<file path="config.mk">
export PLATFORM = sky130hd
export DESIGN_NAME = disk_channel_function_decoder
export DESIGN_NICKNAME = d
export VERILOG_FILES = /design/src/shared/disk_fn_pkg.sv /design/src/hdl/word_fifo.sv /design/src/hdl/fn_table.sv /design/src/hdl/disk_channel_function_decoder.sv
export SDC_FILE = /design/constraint.sdc
export NUM_CORES = 1
export LEC_CHECK = 0
export ABC_AREA = 0
export BUFFER_PORTS_ARGS = -buffer_cell sky130_fd_sc_hd__clkbuf_2
export CELL_PAD_IN_SITES_DETAIL_PLACEMENT = 0
export CELL_PAD_IN_SITES_GLOBAL_PLACEMENT = 1
export CORE_MARGIN = 3
export CORE_UTILIZATION = 43
export DETAILED_ROUTE_END_ITERATION = 10
export PLACE_DENSITY = 0.85
export SYNTH_ARGS = -nofsm -noshare
export SYNTH_HDL_FRONTEND = slang
export SYNTH_SLANG_ARGS = --single-unit
</file>
<file path="constraint.sdc">
create_clock -name mclk -period 2.7 [get_ports mclk]
set_input_delay 0.27 -clock mclk [delete_from_list [all_inputs] [get_ports mclk]]
set_output_delay 0.27 -clock mclk [all_outputs]
set_load 0.02 [all_outputs]
</file>
<file path="src/shared/disk_fn_pkg.sv">
package disk_fn_pkg;
  // Channel function codes, octal as issued on the function lines.
  localparam logic [3:0] CH_DEV_FN = 4'h5;
  localparam logic [3:0] CH_IE_CLR = 4'h6;
  localparam logic [3:0] CH_IE_SET = 4'h7;
  localparam logic [3:0] CH_LMA_RD = 4'h8;
  localparam logic [3:0] CH_IPC_RD = 4'h9;
  localparam logic [3:0] CH_PARAM_LD = 4'he;
  // Device function codes, octal 17, 20 through 25 and 27.
  localparam logic [7:0] DF_CMD_ONLY = 8'h0f;
  localparam logic [7:0] DF_RD_DATA = 8'h10;
  localparam logic [7:0] DF_RD_ID = 8'h11;
  localparam logic [7:0] DF_RD_ABS = 8'h12;
  localparam logic [7:0] DF_RD_ECC = 8'h13;
  localparam logic [7:0] DF_WR_DATA = 8'h14;
  localparam logic [7:0] DF_FORMAT = 8'h15;
  localparam logic [7:0] DF_WR_ECC = 8'h17;
  // Field layout of the parameter word.
  localparam int LO_LSB = 0;
  localparam int HI_LSB = 8;
  localparam int BYTE_W = 8;
  localparam int WORD_W = 16;
  localparam logic [15:0] ALL_ONES = 16'hffff;
  localparam logic [15:0] RESET_WORD = 16'h0000;
  localparam int ID_PARCELS = 4;
  localparam int FIFO_DEPTH = 8;
  // Phase of a bus exchange driven to the spindles.
  typedef enum logic [1:0] {
    PH_NONE = 2'h0,
    PH_HEADER = 2'h1,
    PH_FIELD = 2'h3,
    PH_COMMAND = 2'h2
  } phase_t;
  typedef enum logic [2:0] {
    ST_IDLE = 3'h0,
    ST_HDR = 3'h1,
    ST_HDR_WAIT = 3'h3,
    ST_FLD = 3'h2,
    ST_FLD_WAIT = 3'h6,
    ST_CMD_WAIT = 3'h4
  } state_t;
endpackage

</file>
<file path="src/hdl/word_fifo.sv">
`timescale 1ns/10ps
module word_fifo #(
  parameter int WIDTH = 16,
  parameter int DEPTH = 8
) (
  input wire logic mclk,
  input wire logic rst_n,
  input wire logic in_valid,
  output logic in_ready,
  input wire logic [WIDTH-1:0] in_data,
  output logic out_valid,
  input wire logic out_ready,
  output logic [WIDTH-1:0] out_data
);
  localparam int AW = $clog2(DEPTH);
  logic [WIDTH-1:0] mem [DEPTH];
  logic [WIDTH-1:0] next_mem [DEPTH];
  logic [AW-1:0] wr_ptr, rd_ptr, next_wr_ptr, next_rd_ptr;
  logic [AW:0] count, next_count;
  logic push, pop;

  // Full and empty come straight from the occupancy count.
  assign in_ready = (count != (AW + 1)'(DEPTH));
  assign out_valid = (count != '0);
  assign out_data = mem[rd_ptr];
  assign push = in_valid && in_ready;
  assign pop = out_valid && out_ready;

  // Next pointer, count and storage values.
  always_comb begin
    next_mem = mem;
    next_wr_ptr = wr_ptr;
    next_rd_ptr = rd_ptr;
    next_count = count;
    if (push) begin
      next_mem[wr_ptr] = in_data;
      next_wr_ptr = (wr_ptr == AW'(DEPTH - 1)) ? '0 : wr_ptr + 1'b1;
    end
    if (pop) begin
      next_rd_ptr = (rd_ptr == AW'(DEPTH - 1)) ? '0 : rd_ptr + 1'b1;
    end
    if (push && !pop) begin
      next_count = count + 1'b1;
    end else if (pop && !push) begin
      next_count = count - 1'b1;
    end
  end

  // Registers only.
  always_ff @(posedge mclk or negedge rst_n) begin
    if (!rst_n) begin
      wr_ptr <= '0;
      rd_ptr <= '0;
      count <= '0;
      for (int i = 0; i < DEPTH; i++) begin
        mem[i] <= '0;
      end
    end else begin
      wr_ptr <= next_wr_ptr;
      rd_ptr <= next_rd_ptr;
      count <= next_count;
      mem <= next_mem;
    end
  end
endmodule

</file>
<file path="src/hdl/fn_table.sv">
`timescale 1ns/10ps
module fn_table
  import disk_fn_pkg::*;
(
  input wire logic [7:0] code,
  output logic valid,
  output logic need_hdr,
  output logic hdr_check,
  output logic hdr_write,
  output logic id_to_buf,
  output logic has_field,
  output logic field_write,
  output logic ecc_on,
  output logic cmd_only
);
  // Decode of one device function into its exchange plan.
  always_comb begin
    valid = 1'b1;
    need_hdr = 1'b0;
    hdr_check = 1'b0;
    hdr_write = 1'b0;
    id_to_buf = 1'b0;
    has_field = 1'b0;
    field_write = 1'b0;
    ecc_on = 1'b0;
    cmd_only = 1'b0;
    case (code)
      DF_CMD_ONLY: cmd_only = 1'b1;
      DF_RD_DATA: begin
        need_hdr = 1'b1;
        hdr_check = 1'b1;
        has_field = 1'b1;
        ecc_on = 1'b1;
      end
      DF_RD_ID: begin
        need_hdr = 1'b1;
        hdr_check = 1'b1;
        id_to_buf = 1'b1;
      end
      DF_RD_ABS: begin
        need_hdr = 1'b1;
        has_field = 1'b1;
        ecc_on = 1'b1;
      end
      DF_RD_ECC: begin
        need_hdr = 1'b1;
        hdr_check = 1'b1;
        has_field = 1'b1;
      end
      DF_WR_DATA: begin
        need_hdr = 1'b1;
        hdr_check = 1'b1;
        has_field = 1'b1;
        field_write = 1'b1;
        ecc_on = 1'b1;
      end
      DF_FORMAT: begin
        need_hdr = 1'b1;
        hdr_write = 1'b1;
        ecc_on = 1'b1;
      end
      DF_WR_ECC: begin
        need_hdr = 1'b1;
        hdr_check = 1'b1;
        has_field = 1'b1;
        field_write = 1'b1;
      end
      default: valid = 1'b0;
    endcase
  end
endmodule

</file>
<file path="src/hdl/disk_channel_function_decoder.sv">
// Functional notes
// - Function 17: command exchange, no data.
// - Header read until compare and ECC done.
// - Function 20: field read high byte, check ECC.
// - Function 21: header read, ID parcels to buffer.
// - Function 22: header without checks, field checked.
// - Function 23: field read, ECC passed along.
// - Function 24: field write after match, ECC generated.
// - Function 25: header write, ECC generated.
// - Function 27: field write, ECC from buffer.
// - Channel function 6 clears interrupt enable.
// - Channel function 7 sets interrupt enable.
// - Enable functions leave busy, done unchanged.
// - Function 10 returns local address unchanged.
// - Function 11 returns complemented parcel count.
`timescale 1ns/10ps
module disk_channel_function_decoder
  import disk_fn_pkg::*;
(
  input wire logic mclk,
  input wire logic rst_n,
  input wire logic fn_strobe,
  input wire logic [3:0] fn_code,
  input wire logic [15:0] acc_in,
  output logic [15:0] acc_out,
  output logic acc_valid,
  output logic busy,
  output logic done,
  output logic int_enable,
  input wire logic int_request,
  output logic int_ack,
  input wire logic [15:0] current_local_memory_address,
  input wire logic [15:0] parcel_count,
  output logic [1:0] phase,
  output logic [7:0] bus_control,
  output logic xfer_write,
  output logic id_compare_en,
  output logic ecc_check_en,
  output logic ecc_gen_en,
  output logic ecc_to_buffer,
  output logic exch_start,
  input wire logic exch_done,
  input wire logic id_match,
  input wire logic ecc_ok,
  input wire logic rd_valid,
  input wire logic [15:0] rd_data,
  output logic buf_valid,
  input wire logic buf_ready,
  output logic [15:0] buf_data
);
  logic [15:0] param, next_param;
  logic [7:0] dev_code, next_dev_code;
  logic [15:0] acc_q, next_acc_q;
  logic acc_v, next_acc_v;
  logic ie, next_ie;
  logic busy_q, next_busy_q, done_q, next_done_q;
  state_t state, next_state;
  logic [2:0] id_cnt, next_id_cnt;
  logic start_q, next_start_q;
  logic tv, t_need_hdr, t_hdr_check, t_hdr_write, t_id_buf;
  logic t_field, t_fwrite, t_ecc, t_cmd;
  logic fifo_in_valid, fifo_in_ready;
  logic [15:0] fifo_in_data;
  logic dev_issue;
  logic exch_done_s1, exch_done_s2, id_match_s1, id_match_s2;
  logic ecc_ok_s1, ecc_ok_s2, irq_s1, irq_s2;

  // Drive-side and interrupt inputs come from another domain.
  always_ff @(posedge mclk or negedge rst_n) begin
    if (!rst_n) begin
      exch_done_s1 <= 1'b0;
      exch_done_s2 <= 1'b0;
      id_match_s1 <= 1'b0;
      id_match_s2 <= 1'b0;
      ecc_ok_s1 <= 1'b0;
      ecc_ok_s2 <= 1'b0;
      irq_s1 <= 1'b0;
      irq_s2 <= 1'b0;
    end else begin
      exch_done_s1 <= exch_done;
      exch_done_s2 <= exch_done_s1;
      id_match_s1 <= id_match;
      id_match_s2 <= id_match_s1;
      ecc_ok_s1 <= ecc_ok;
      ecc_ok_s2 <= ecc_ok_s1;
      irq_s1 <= int_request;
      irq_s2 <= irq_s1;
    end
  end

  fn_table u_table (
    .code(dev_code),
    .valid(tv),
    .need_hdr(t_need_hdr),
    .hdr_check(t_hdr_check),
    .hdr_write(t_hdr_write),
    .id_to_buf(t_id_buf),
    .has_field(t_field),
    .field_write(t_fwrite),
    .ecc_on(t_ecc),
    .cmd_only(t_cmd)
  );

  // Read data toward the I/O buffer; drive data that arrives while the buffer is full is dropped.
  word_fifo #(.WIDTH(WORD_W), .DEPTH(FIFO_DEPTH)) u_fifo (
    .mclk(mclk),
    .rst_n(rst_n),
    .in_valid(fifo_in_valid),
    .in_ready(fifo_in_ready),
    .in_data(fifo_in_data),
    .out_valid(buf_valid),
    .out_ready(buf_ready),
    .out_data(buf_data)
  );

  assign dev_issue = fn_strobe && (fn_code == CH_DEV_FN) && (state == ST_IDLE);

  // Header ID parcels during a read-ID, or field data during a field read.
  always_comb begin
    fifo_in_data = rd_data;
    fifo_in_valid = 1'b0;
    if (rd_valid && state == ST_HDR_WAIT && t_id_buf && id_cnt != 3'(ID_PARCELS)) begin
      fifo_in_valid = 1'b1;
    end else if (rd_valid && state == ST_FLD_WAIT && !t_fwrite) begin
      fifo_in_valid = 1'b1;
    end
  end
  // Channel function decode and exchange sequencer, next values.
  always_comb begin
    next_param = param;
    next_dev_code = dev_code;
    next_acc_q = acc_q;
    next_acc_v = 1'b0;
    next_ie = ie;
    next_busy_q = busy_q;
    next_done_q = done_q;
    next_state = state;
    next_id_cnt = id_cnt;
    next_start_q = 1'b0;
    if (fn_strobe) begin
      case (fn_code)
        CH_PARAM_LD: next_param = acc_in;
        CH_IE_CLR: next_ie = 1'b0;
        CH_IE_SET: next_ie = 1'b1;
        CH_LMA_RD: begin
          next_acc_q = current_local_memory_address;
          next_acc_v = 1'b1;
        end
        CH_IPC_RD: begin
          next_acc_q = ~parcel_count;
          next_acc_v = 1'b1;
        end
        default: ;
      endcase
    end
    case (state)
      ST_IDLE: begin
        if (dev_issue) begin
          next_dev_code = {2'b00, acc_in[5:0]};
        end
        if (dev_issue && acc_in[15:6] == '0 && (acc_in[5:0] == DF_CMD_ONLY[5:0] ||
            acc_in[5:0] >= DF_RD_DATA[5:0] && acc_in[5:0] <= DF_WR_ECC[5:0] &&
            acc_in[5:0] != 6'h16)) begin
          next_busy_q = 1'b1;
          next_done_q = 1'b0;
          next_id_cnt = '0;
          next_state = ST_HDR;
        end
      end
      ST_HDR: begin
        next_start_q = 1'b1;
        next_state = t_cmd ? ST_CMD_WAIT : ST_HDR_WAIT;
      end
      ST_CMD_WAIT: begin
        if (exch_done_s2) begin
          next_busy_q = 1'b0;
          next_done_q = 1'b1;
          next_state = ST_IDLE;
        end
      end
      ST_HDR_WAIT: begin
        if (fifo_in_valid && fifo_in_ready) begin
          next_id_cnt = id_cnt + 1'b1;
        end
        // A failed compare or ECC ends the function, busy stays up.
        if (exch_done_s2) begin
          if (t_hdr_check && !(id_match_s2 && ecc_ok_s2)) begin
            next_done_q = 1'b1;
            next_state = ST_IDLE;
          end else if (t_field) begin
            next_state = ST_FLD;
          end else begin
            next_busy_q = t_id_buf && !ecc_ok_s2;
            next_done_q = 1'b1;
            next_state = ST_IDLE;
          end
        end
      end
      ST_FLD: begin
        next_start_q = 1'b1;
        next_state = ST_FLD_WAIT;
      end
      ST_FLD_WAIT: begin
        if (exch_done_s2) begin
          next_busy_q = t_ecc && !t_fwrite && !ecc_ok_s2;
          next_done_q = 1'b1;
          next_state = ST_IDLE;
        end
      end
      default: next_state = ST_IDLE;
    endcase
  end

  // Registers only.
  always_ff @(posedge mclk or negedge rst_n) begin
    if (!rst_n) begin
      param <= RESET_WORD;
      dev_code <= '0;
      acc_q <= RESET_WORD;
      acc_v <= 1'b0;
      ie <= 1'b0;
      busy_q <= 1'b0;
      done_q <= 1'b0;
      state <= ST_IDLE;
      id_cnt <= '0;
      start_q <= 1'b0;
    end else begin
      param <= next_param;
      dev_code <= next_dev_code;
      acc_q <= next_acc_q;
      acc_v <= next_acc_v;
      ie <= next_ie;
      busy_q <= next_busy_q;
      done_q <= next_done_q;
      state <= next_state;
      id_cnt <= next_id_cnt;
      start_q <= next_start_q;
    end
  end

  // Exchange controls follow the phase; high byte only in the field phase.
  always_comb begin
    phase = PH_NONE;
    bus_control = param[LO_LSB +: BYTE_W];
    xfer_write = 1'b0;
    id_compare_en = 1'b0;
    ecc_check_en = 1'b0;
    ecc_gen_en = 1'b0;
    ecc_to_buffer = 1'b0;
    if (state == ST_CMD_WAIT || (state == ST_HDR && t_cmd)) begin
      phase = PH_COMMAND;
    end else if (state == ST_HDR || state == ST_HDR_WAIT) begin
      phase = PH_HEADER;
      xfer_write = t_hdr_write;
      id_compare_en = t_hdr_check;
      ecc_check_en = t_hdr_check || t_id_buf;
      ecc_gen_en = t_hdr_write;
    end else if (state == ST_FLD || state == ST_FLD_WAIT) begin
      phase = PH_FIELD;
      bus_control = param[HI_LSB +: BYTE_W];
      xfer_write = t_fwrite;
      ecc_check_en = t_ecc && !t_fwrite;
      ecc_gen_en = t_ecc && t_fwrite;
      ecc_to_buffer = !t_ecc;
    end
  end

  assign exch_start = start_q;
  assign acc_out = acc_q;
  assign acc_valid = acc_v;
  assign busy = busy_q;
  assign done = done_q;
  assign int_enable = ie;
  assign int_ack = ie && irq_s2;
endmodule

</file>
==> flow_metrics.py, run 1 <==
metrics = {
    "cells_and_area": {
        "nNetsFinal": 897,
        "drive_above_1_share": 0.503,
        "diodes": 0,
        "fillers": 1772,
        "area_growth_pct": 19.1,
        "postLayoutCoreUtil": 0.529,
    },
    "pwr": {
        "power.total_mw": 10.4,
        "pwr_density_cell_nw_per_um2": 959,
        "cellLeakagePower_nw": 5.23,
        "max-vdd-ir-drop_uv": 477,
    },
    "drt": {
        "wl_per_cell_um": 17.7,
        "drcViolationCount": 0,
        "drt_iter0_drc": 225,
        "wirelength_um": 19300,
        "antenna_left": 0,
        "vias_per_cell": 5.35,
        "drtPass1Iterations": 4,
        "vias": 5846,
    },
    "critical_path": {
        "cp_top_family": "flip-flops",
        "slowest_stage": "dfrtp_1",
        "worst-path-buf-inv": 2,
        "worstPathMaxFanout": 14,
        "cp.arrival_ps": 2300,
        "worst-setup-path-type": "reg2out",
        "required_ps": 2430,
        "cp-end-kind": "primary output",
        "start_kind": "flip-flop",
        "crit_chain": "buf_4, mux4_2, mux2_2, clkbuf_2",
        "slowest_delay_ps": 760,
    },
    "timing": {
        "min_period_over_period": 0.952,
        "period_needed_ps": 2570,
        "setup_viol": 0,
        "worst_pin_slew_ps": 648,
        "hold_ws_ps": 89.2,
        "rsz0062_at_grt": "no",
        "slew_headroom": 0.568,
        "timing_hold_violations_final": 0,
        "finClkSkew_ps": 11.1,
        "final_max_slew_viol_count": 0,
        "max_freq_mhz": 389,
        "setup_ws_ps": 130,
        "finalSetupTns_ps": 0,
    },
    "yosys": {
        "ys.flop_type": "dfrtp_1",
        "avgSynthCellArea_um2": 13.9,
        "synth_top_area_cell": "dfrtp_1",
        "seq_area_frac_synth": 0.534,
        "synth_area_um2": 9130,
        "ys_types": 52,
        "yosys-top-cells-count": "dfrtp_1, mux2_2, nor2_1, a21oi_1, mux4_2",
        "synth_nets": 745,
        "async_reset_ff_frac": 1.00,
        "ys_ff_latch": 195,
        "postSynthCellCount": 658,
        "yosysTopAreaCellShare": 0.534,
        "ys_top_cells_by_area": "dfrtp_1, mux2_2, mux4_2",
        "yosys_warnings": 0,
        "post-synth-top-count-cell": "dfrtp_1",
        "synth_edf_count": 0,
    },
    "floorplan": {
        "fp.dieH_um": 152,
        "start_util": 0.444,
        "rows": 52,
        "io_pins": 131,
        "fp.dieW_um": 152,
        "core_um2": 20600,
        "die-area_um2": 23000,
    },
    "run_status": {
        "status": "finished clean",
    },
    "clocking": {
        "cts_made_buffers": 17,
        "clk_latency_ps": 420,
        "clkSinkCount": 195,
        "cts_root_buffer": "clkbuf_16",
        "htree_levels": 4,
        "cts_buffer_depth": 2,
        "clkTransAtPathRegs_ps": 70,
        "cts_setup_buffers": 0,
        "cts_tree": "yes",
    },
    "min_path": {
        "min_path_type": "in2reg",
    },
    "grt": {
        "antenna_found_initial": 0,
        "grt_max_degree": 71,
        "grt_use_total": 0.175,
        "grt_pass1_wl_um": 31500,
        "grt_pass1_vias": 6089,
        "overflow": 0,
    },
    "flow_run": {
        "drv_cap": 0,
    },
    "place": {
        "dp_hpwl_um": 13300,
        "routabilityCongestion": 0.802,
        "place.port_buffers": 130,
        "place_ws_ps": 234,
    },
}
==> sequential cells by signal, summed over array words and instances, names as in the netlist, 3 cells and up <==
signal and cells:
u_fifo.rd_ptr 3, u_fifo.mem 128, state 3, param 16, u_fifo.wr_ptr 3, u_fifo.count 4
id_cnt 3, dev_code 6, acc_out 16
==> path summary, 6_finish.rpt <==
kind | startpoint | end | slack (ps) | cells past startpoint
hold / removal | acc_in[7] | param[7]$_DFFE_PN0P_ | 90 | 2
hold reg to reg | irq_s1$_DFF_PN0_ | irq_s2$_DFF_PN0_ | 350 | 0
setup reg to reg | u_fifo.count[0]$_DFFE_PN0P_ | u_fifo.count[3]$_DFFE_PN0P_ | 230 | 11
min in group asynchronous | rst_n | param[1]$_DFFE_PN0P_ | 390 | 2
setup / recovery | u_fifo.rd_ptr[1]$_DFFE_PN0P_ | buf_data[0] | 130 | 4
max in group asynchronous | rst_n | u_fifo.mem[5]$_DFFE_PN0P_ | 1550 | 3
==> kinds of logic after synthesis <==
group | after synthesis | share of synthesized area
buf+inv | 51 | 0.0299
flops | 195 | 0.534
fa+ha+maj | 10 | 0.0145
xor+xnor | 7 | 0.00672
mux | 214 | 0.303
simple gates | 107 | 0.0626
compound gates | 74 | 0.0484
==> routing by layer <==
layer / track usage / up-vias / share of wire
met5: 0 / - / 0
met4: 0.0377 / 0 / 0.0085
met3: 0.0413 / 13 / 0.045
met2: 0.295 / 141 / 0.49
met1: 0.232 / 2979 / 0.45
li1: - / 2713 / -
==> cells in the final DEF (no fill, tap or decap), types with 5 or more instances in the layout <==
cell and count:
clkbuf_16 17, a21oi_1 42, nor2_1 46, mux4_2 32
dlygate4sd3_1 5, nor3_1 6, inv_1 9, dfrtp_1 194
clkbuf_2 129, mux2_2 172, o21ai_0 9, xnor2_1 7
nand3_1 6, mux2_1 10, buf_4 37, nand2_1 11
nor2b_1 6, ha_1 9
==> final cells by class <==
type                    instances  area, um^2  area share
clock inverters                12         121      0.0112
well taps                     270         338      0.0311
inverters                       9        33.8     0.00311
multi-input cells             412        4000       0.368
clock buffers                  20         457      0.0420
flip-flops and latches        195        4880       0.449
repair buffers                175        1050      0.0963
==> through the flow <==
stage	cells	area (um^2)
floorplan	658	9130
global placement	1056	10200
detailed placement	1056	10200
CTS	1093	10900
global route	1093	10900
finish	1093	10900
==> worst reg2reg max path: stages, from the launching register on <==
cell and delay [ps]:
dfrtp_1 450, o41ai_1 440, buf_4 190, a21oi_2 40
ha_1 200, inv_1 130, ha_1 250, a21o_1 180
a21oi_1 160, xnor2_1 130, nor2_1 60, xnor2_1 120
==> where the power goes <==
part | internal (mW) | leakage [nW] | switching (mW)
Clock | 1.34 | 0.276 | 1.12
Sequential | 3.72 | 2.54 | 0.560
Combinational | 1.92 | 2.41 | 1.76
Total | 6.98 | 5.23 | 3.44
==> repair_timing <==
item,4_1_cts,5_1_grt
resized for setup,0,2
hold buffers,5,0
endpoints found under the setup margin,0,3
hold endpoints to repair,69,0
No activity file was read; power rests on OpenSTA's default activity.
==> inputs of run 2 (changes only) <==
- CORE_ASPECT_RATIO: unset -> 1.4
==> run 2 against run 1 <==
  * Total power grew 1.1%
  * Maximum frequency grew 1.6%
  * Sequential share of layout area grew 0.12 points
  * Via count shrank 0.51%
  * Register-to-register slack lost 60 ps
  * Count of clock-buffer cells in the layout shrank 3
  * Sequential cell count is the same
  * Die area grew 0.11%
  * Global-route usage is essentially flat
  * Wire length is essentially flat
  * Critical path depth grew 7
  * Utilization shrank 0.52 points
  * Critical path type is now reg2reg
  * Largest cell class unchanged
  * Largest power group unchanged
==> flow_metrics.py, run 2 (synthesized netlist as in run 1, its figures left out) <==
metrics = {
    "run_status": {
        "status": "finished clean",
    },
    "cells_and_area": {
        "multi_input_area_um2": 4000,
        "fin_area_um2": 10800,
        "nNetsFinal": 887,
        "diodes": 0,
        "final_common_cell": "dfrtp_1",
        "postLayoutCoreUtil": 0.524,
        "fillers": 1789,
        "layout_common_cells": "dfrtp_1, mux2_2, clkbuf_2, nor2_1, a21oi_1",
        "drive_above_1_share": 0.499,
        "seq_area_um2": 4880,
        "regMostFlops": "u_fifo.mem",
        "largest_reg_flops": 128,
        "area_growth_pct": 18.8,
    },
    "floorplan": {
        "rows": 62,
        "fp.dieH_um": 178,
        "die-area_um2": 23000,
        "io_pins": 131,
        "core_um2": 20700,
        "start_util": 0.441,
        "fp.dieW_um": 129,
    },
    "clocking": {
        "cts_tree": "yes",
        "cts_buffer_depth": 2,
        "cts_root_buffer": "clkbuf_16",
        "cts_made_buffers": 17,
        "clk_latency_ps": 430,
        "clkSinkCount": 195,
        "htree_levels": 4,
        "clkTransAtPathRegs_ps": 90,
    },
    "critical_path": {
        "slowest_delay_ps": 440,
        "cp.arrival_ps": 2860,
        "required_ps": 3030,
        "worst-path-buf-inv": 1,
        "start_kind": "flip-flop",
        "worstPathMaxFanout": 5,
        "crit_chain": "nor3b_4, a311o_1, a21oi_2, ha_1, inv_1, ha_1, a21o_1, a21oi_1, xnor2_1, nor2_1, xnor2_1",
        "slowest_stage": "dfrtp_1",
        "cp-end-kind": "flip-flop",
        "worst-setup-path-type": "reg2reg",
        "cp_top_family": "compound AO/OA/AOI/OAI gates",
    },
    "place": {
        "dp_hpwl_um": 13000,
        "routabilityCongestion": 0.864,
        "place_area_um2": 10200,
        "place.port_buffers": 130,
    },
    "drt": {
        "antenna_left": 0,
        "drtPass1Iterations": 4,
        "drt_iter0_drc": 266,
        "vias": 5816,
        "wirelength_um": 19300,
        "wl_per_cell_um": 18.0,
        "drcViolationCount": 0,
        "vias_per_cell": 5.44,
    },
    "grt": {
        "grt_use_total": 0.175,
        "grt_pass1_wl_um": 32000,
        "grtUsageMet3": 0.0428,
        "antenna_found_initial": 1,
        "grt.busiest_layer": "met2",
        "grt_pass1_vias": 6224,
        "overflow": 0,
        "grt_max_degree": 70,
        "grt_util_met1": 0.225,
        "met2_usage": 0.299,
    },
    "timing": {
        "timing_hold_violations_final": 0,
        "finalSetupTns_ps": 0,
        "period_needed_ps": 2530,
        "rsz0062_at_grt": "no",
        "hold_ws_ps": 79.7,
        "slew_headroom": 0.611,
        "min_period_over_period": 0.937,
        "worst_pin_slew_ps": 579,
        "setup_viol": 0,
        "finClkSkew_ps": 17.3,
        "max_freq_mhz": 395,
        "final_max_slew_viol_count": 0,
    },
    "pwr": {
        "cellLeakagePower_nw": 5.21,
        "max-vdd-ir-drop_uv": 467,
        "pwr_density_cell_nw_per_um2": 972,
    },
    "flow_run": {
        "drv_cap": 0,
    },
    "min_path": {
        "min_path_type": "in2reg",
    },
}
run 2: cell types whose count changed in the layout (fill, tap and decap cells not counted), moves of 2 or more:
cell,delta
inv_8,+2
clkinv_4,-3
clkbuf_8,-2
clkinv_8,+6
clkinvlp_4,-3
buf_4,-11
inv_6,+2
run 2: cell type report:
| cell class | instances | share of cell area |
|---|---|---|
| flip-flops and latches | 195 | 0.450 |
| clock buffers | 17 | 0.0392 |
| inverters | 9 | 0.00311 |
| clock inverters | 15 | 0.0189 |
| repair buffers | 165 | 0.0908 |
| well taps | 256 | 0.0295 |
| multi-input cells | 412 | 0.368 |
run 2: per-layer routing:
layer	up-vias	wire (um)	part of all wire
li1	2698	-	-
met1	2962	8310	0.43
met2	135	9830	0.51
met3	19	936	0.049
met4	2	199	0.010
met5	-	19	0.00098
run 2: worst paths after layout:
check	start	to	slack, ps	cells past startpoint
setup / recovery	dev_code[4]$_DFFE_PN0P_	u_fifo.count[3]$_DFFE_PN0P_	170	11
hold / removal	acc_in[10]	param[10]$_DFFE_PN0P_	80	2
setup reg to reg	dev_code[4]$_DFFE_PN0P_	u_fifo.count[3]$_DFFE_PN0P_	170	11
hold reg to reg	exch_done_s1$_DFF_PN0_	exch_done_s2$_DFF_PN0_	350	0
max in group asynchronous	rst_n	u_fifo.mem[2]$_DFFE_PN0P_	1480	3
min in group asynchronous	rst_n	u_fifo.mem[55]$_DFFE_PN0P_	400	2
run 2: what timing repair did:
| action | CTS | global route |
|---|---|---|
| endpoints found under the hold margin | 69 | 0 |
| hold buffers | 5 | 0 |
| setup endpoints to repair | 0 | 3 |
| setup buffers | 0 | 0 |
| gates resized for setup | 0 | 3 |
run 2: metrics by stage:
stage / instances / worst slack (ps) / power, mW
floorplan: 658 / 109 / 6.83
CTS: 1069 / 129 / 10.6
detailed placement: 1032 / 144 / 7.97
finish: 1069 / 169 / 10.5
global route: 1069 / 16.1 / 11.2
global placement: 1032 / 213 / 7.86
run 2: where the power goes:
group | switching, mW | leakage (nW) | internal (mW)
clock network | 1.28 | 0.306 | 1.36
registers | 0.529 | 2.54 | 3.72
logic | 1.78 | 2.36 | 1.88
total | 3.59 | 5.21 | 6.96
run 2: worst register-to-register path: cells and delay by family (launching register included):
family                     cells  cell delay [ps]
and+or+nand+nor                2              250
AOI/OAI and AO/OA              4              870
xor gates and xnor gates       2              250
DFF                            1              440
adders and majority gates      2              510
buffers and inverters          1               90
==> inputs of run 3 (changes only) <==
- CORE_UTILIZATION: 43 -> 47
- PLACE_DENSITY: 0.85 -> 0.88
- clock period: 2.7 -> 2.4 ns (I/O delays scaled with it)
==> run 3 against run 2 <==
  * Utilization is 6.0 points higher
  * Via count is 1.0% higher
  * Worst hold slack worse by 27 ps
  * Sequential share of layout area is 0.54 points lower
  * Combinational power is 18% higher
  * Non-clock buffer count is 7 higher
  * Total power is 13% higher
  * Sequential power is 12% higher
  * Register-to-register slack worse by 99 ps
  * Count of clock-buffer cells in the layout is 2 higher
  * Largest cell class unchanged
==> flow_metrics.py, run 3 (synthesized netlist as in run 1, its figures left out) <==
metrics = {
    "floorplan": {
        "fp.dieW_um": 124,
        "start_util": 0.485,
        "io_pins": 131,
        "die-area_um2": 21200,
        "fp.dieH_um": 171,
        "rows": 59,
        "core_um2": 18800,
    },
    "place": {
        "routabilityCongestion": 0.833,
        "dp_hpwl_um": 13700,
        "place.port_buffers": 130,
        "dpl.cell_count": 1022,
        "place_ws_ps": -44.4,
    },
    "timing": {
        "min_period_over_period": 0.988,
        "period_needed_ps": 2370,
        "setup_viol": 0,
        "slew_headroom": 0.509,
        "timing_hold_violations_final": 0,
        "max_freq_mhz": 422,
        "worst_pin_slew_ps": 736,
        "finClkSkew_ps": 11.2,
        "final_max_slew_viol_count": 0,
        "rsz0062_at_grt": "yes",
        "setup_ws_ps": 29.5,
        "finalSetupTns_ps": 0,
    },
    "critical_path": {
        "r2r_cells": 7,
        "cp-end-kind": "primary output",
        "r2r_slack_ps": 70,
        "r2r-start": "u_fifo.count[1]$_DFFE_PN0P_",
        "critPathLaunch": "dev_code[1]$_DFFE_PN0P_",
        "worst-setup-path-type": "reg2out",
        "slowest_delay_ps": 500,
        "required_ps": 2160,
        "start_kind": "flip-flop",
        "slowest_stage": "nor4_1",
        "cp.arrival_ps": 2130,
        "crit_chain": "buf_4, nand2_1, nor4_1, nand3_1, o21ai_0, clkbuf_2",
        "worstPathMaxFanout": 11,
        "worst-path-buf-inv": 2,
        "worstReg2RegEnd": "u_fifo.count[1]$_DFFE_PN0P_",
        "cp_top_family": "simple AND/OR/NAND/NOR gates",
    },
    "clocking": {
        "clkTransAtPathRegs_ps": 70,
        "cts_made_buffers": 17,
        "clkSinkCount": 195,
        "cts_tree": "yes",
        "htree_levels": 4,
        "clk_latency_ps": 430,
        "cts_root_buffer": "clkbuf_16",
        "cts_buffer_depth": 2,
    },
    "cells_and_area": {
        "layout_common_cells": "dfrtp_1, mux2_2, clkbuf_2, nor2_1, a21oi_1",
        "regMostFlops": "u_fifo.mem",
        "fillers": 1488,
        "nNetsFinal": 894,
        "drive_above_1_share": 0.512,
        "multi_input_area_um2": 4050,
        "diodes": 0,
        "largest_reg_flops": 128,
        "layout.cells.non_filler": 1064,
        "final_common_cell": "dfrtp_1",
        "area_growth_pct": 20.3,
        "seq_area_um2": 4880,
        "postLayoutCoreUtil": 0.583,
    },
    "drt": {
        "wirelength_um": 19700,
        "wl_per_cell_um": 18.5,
        "drt_iter0_drc": 236,
        "vias": 5876,
        "drtPass1Iterations": 5,
        "drcViolationCount": 0,
        "vias_per_cell": 5.52,
        "antenna_left": 0,
    },
    "min_path": {
        "hold_path_depth": 2,
        "min_to": "param[12]$_DFFE_PN0P_",
        "min_from": "acc_in[12]",
        "min_path_type": "in2reg",
    },
    "flow_run": {
        "drv_cap": 0,
    },
    "pwr": {
        "clkPwrFrac": 0.240,
        "netSwitchingFraction": 0.332,
        "p_switching_mw": 3.97,
        "p_int_mw": 7.99,
        "power.total_mw": 12.0,
        "max-vdd-ir-drop_uv": 544,
        "combPwrFrac": 0.362,
        "cellLeakagePower_nw": 5.25,
        "seqPwrFrac": 0.398,
        "pwr_density_cell_nw_per_um2": 1090,
    },
    "grt": {
        "grt_use_total": 0.196,
        "antenna_found_initial": 0,
        "grt_pass1_wl_um": 32500,
        "overflow": 0,
        "grt_max_degree": 91,
        "grt_pass1_vias": 6493,
    },
    "run_status": {
        "status": "finished clean",
    },
}
run 3: layout make-up:
cell class / instances / share of cell area
multi-input cells: 412 / 0.368
well taps: 244 / 0.0278
repair buffers: 172 / 0.101
inverters: 9 / 0.00330
flip-flops and latches: 195 / 0.445
clock inverters: 13 / 0.0152
clock buffers: 19 / 0.0394
run 3: worst max-delay path by stage:
stage          cells past startpoint                          end  slack (ps)
2_1_floorplan                     10  u_fifo.count[3]$_DFFE_PN0P_           4
3_3_place_gp                      11  u_fifo.count[3]$_DFFE_PN0P_          80
3_5_place_dp                      10  u_fifo.count[3]$_DFFE_PN0P_         -40
4_1_cts                            7                   ecc_gen_en         0.2
5_1_grt                            7                   ecc_gen_en         -50
6_report                           6                     phase[1]          30
run 3: worst register-to-register path, cell delays in order (launching register included):
cell     delay [ps]
dfrtp_2         460
or4_4           560
nand2_2         120
ha_4            160
inv_4            50
buf_4           130
fa_1            470
mux2_2          270
run 3: per-stage QoR:
stage	hold WS (ps)	area [um^2]
floorplan	-55.6	9160
detailed placement	335	10300
CTS	34.4	10900
global placement	331	10300
global route	45.2	11000
finish	53.1	11000
run 3: repair_timing:
action,4_1_cts,5_1_grt
pin swaps,7,12
hold endpoints to repair,91,0
gates resized for setup,3,4
hold buffers,5,0
endpoints found under the setup margin,3,4
setup buffers,3,2
run 3: metal layers:
layer | routed length, um | GRT usage | part of all wire | vias up
met5 | 0 | 0 | 0 | -
met4 | 263 | 0.0559 | 0.013 | 0
met3 | 870 | 0.0420 | 0.044 | 21
met2 | 10500 | 0.347 | 0.53 | 134
met1 | 8070 | 0.239 | 0.41 | 3003
li1 | - | - | - | 2718
run 3: power groups by stage:
stage	Combinational, mW	Clock (mW)	Sequential, mW
2_1_floorplan	3.02	0	4.71
4_1_cts	4.37	2.95	4.75
5_1_grt	4.70	3.08	4.88
3_5_place_dp	4.32	0	4.81
3_3_place_gp	4.14	0	4.68
6_report	4.32	2.87	4.76
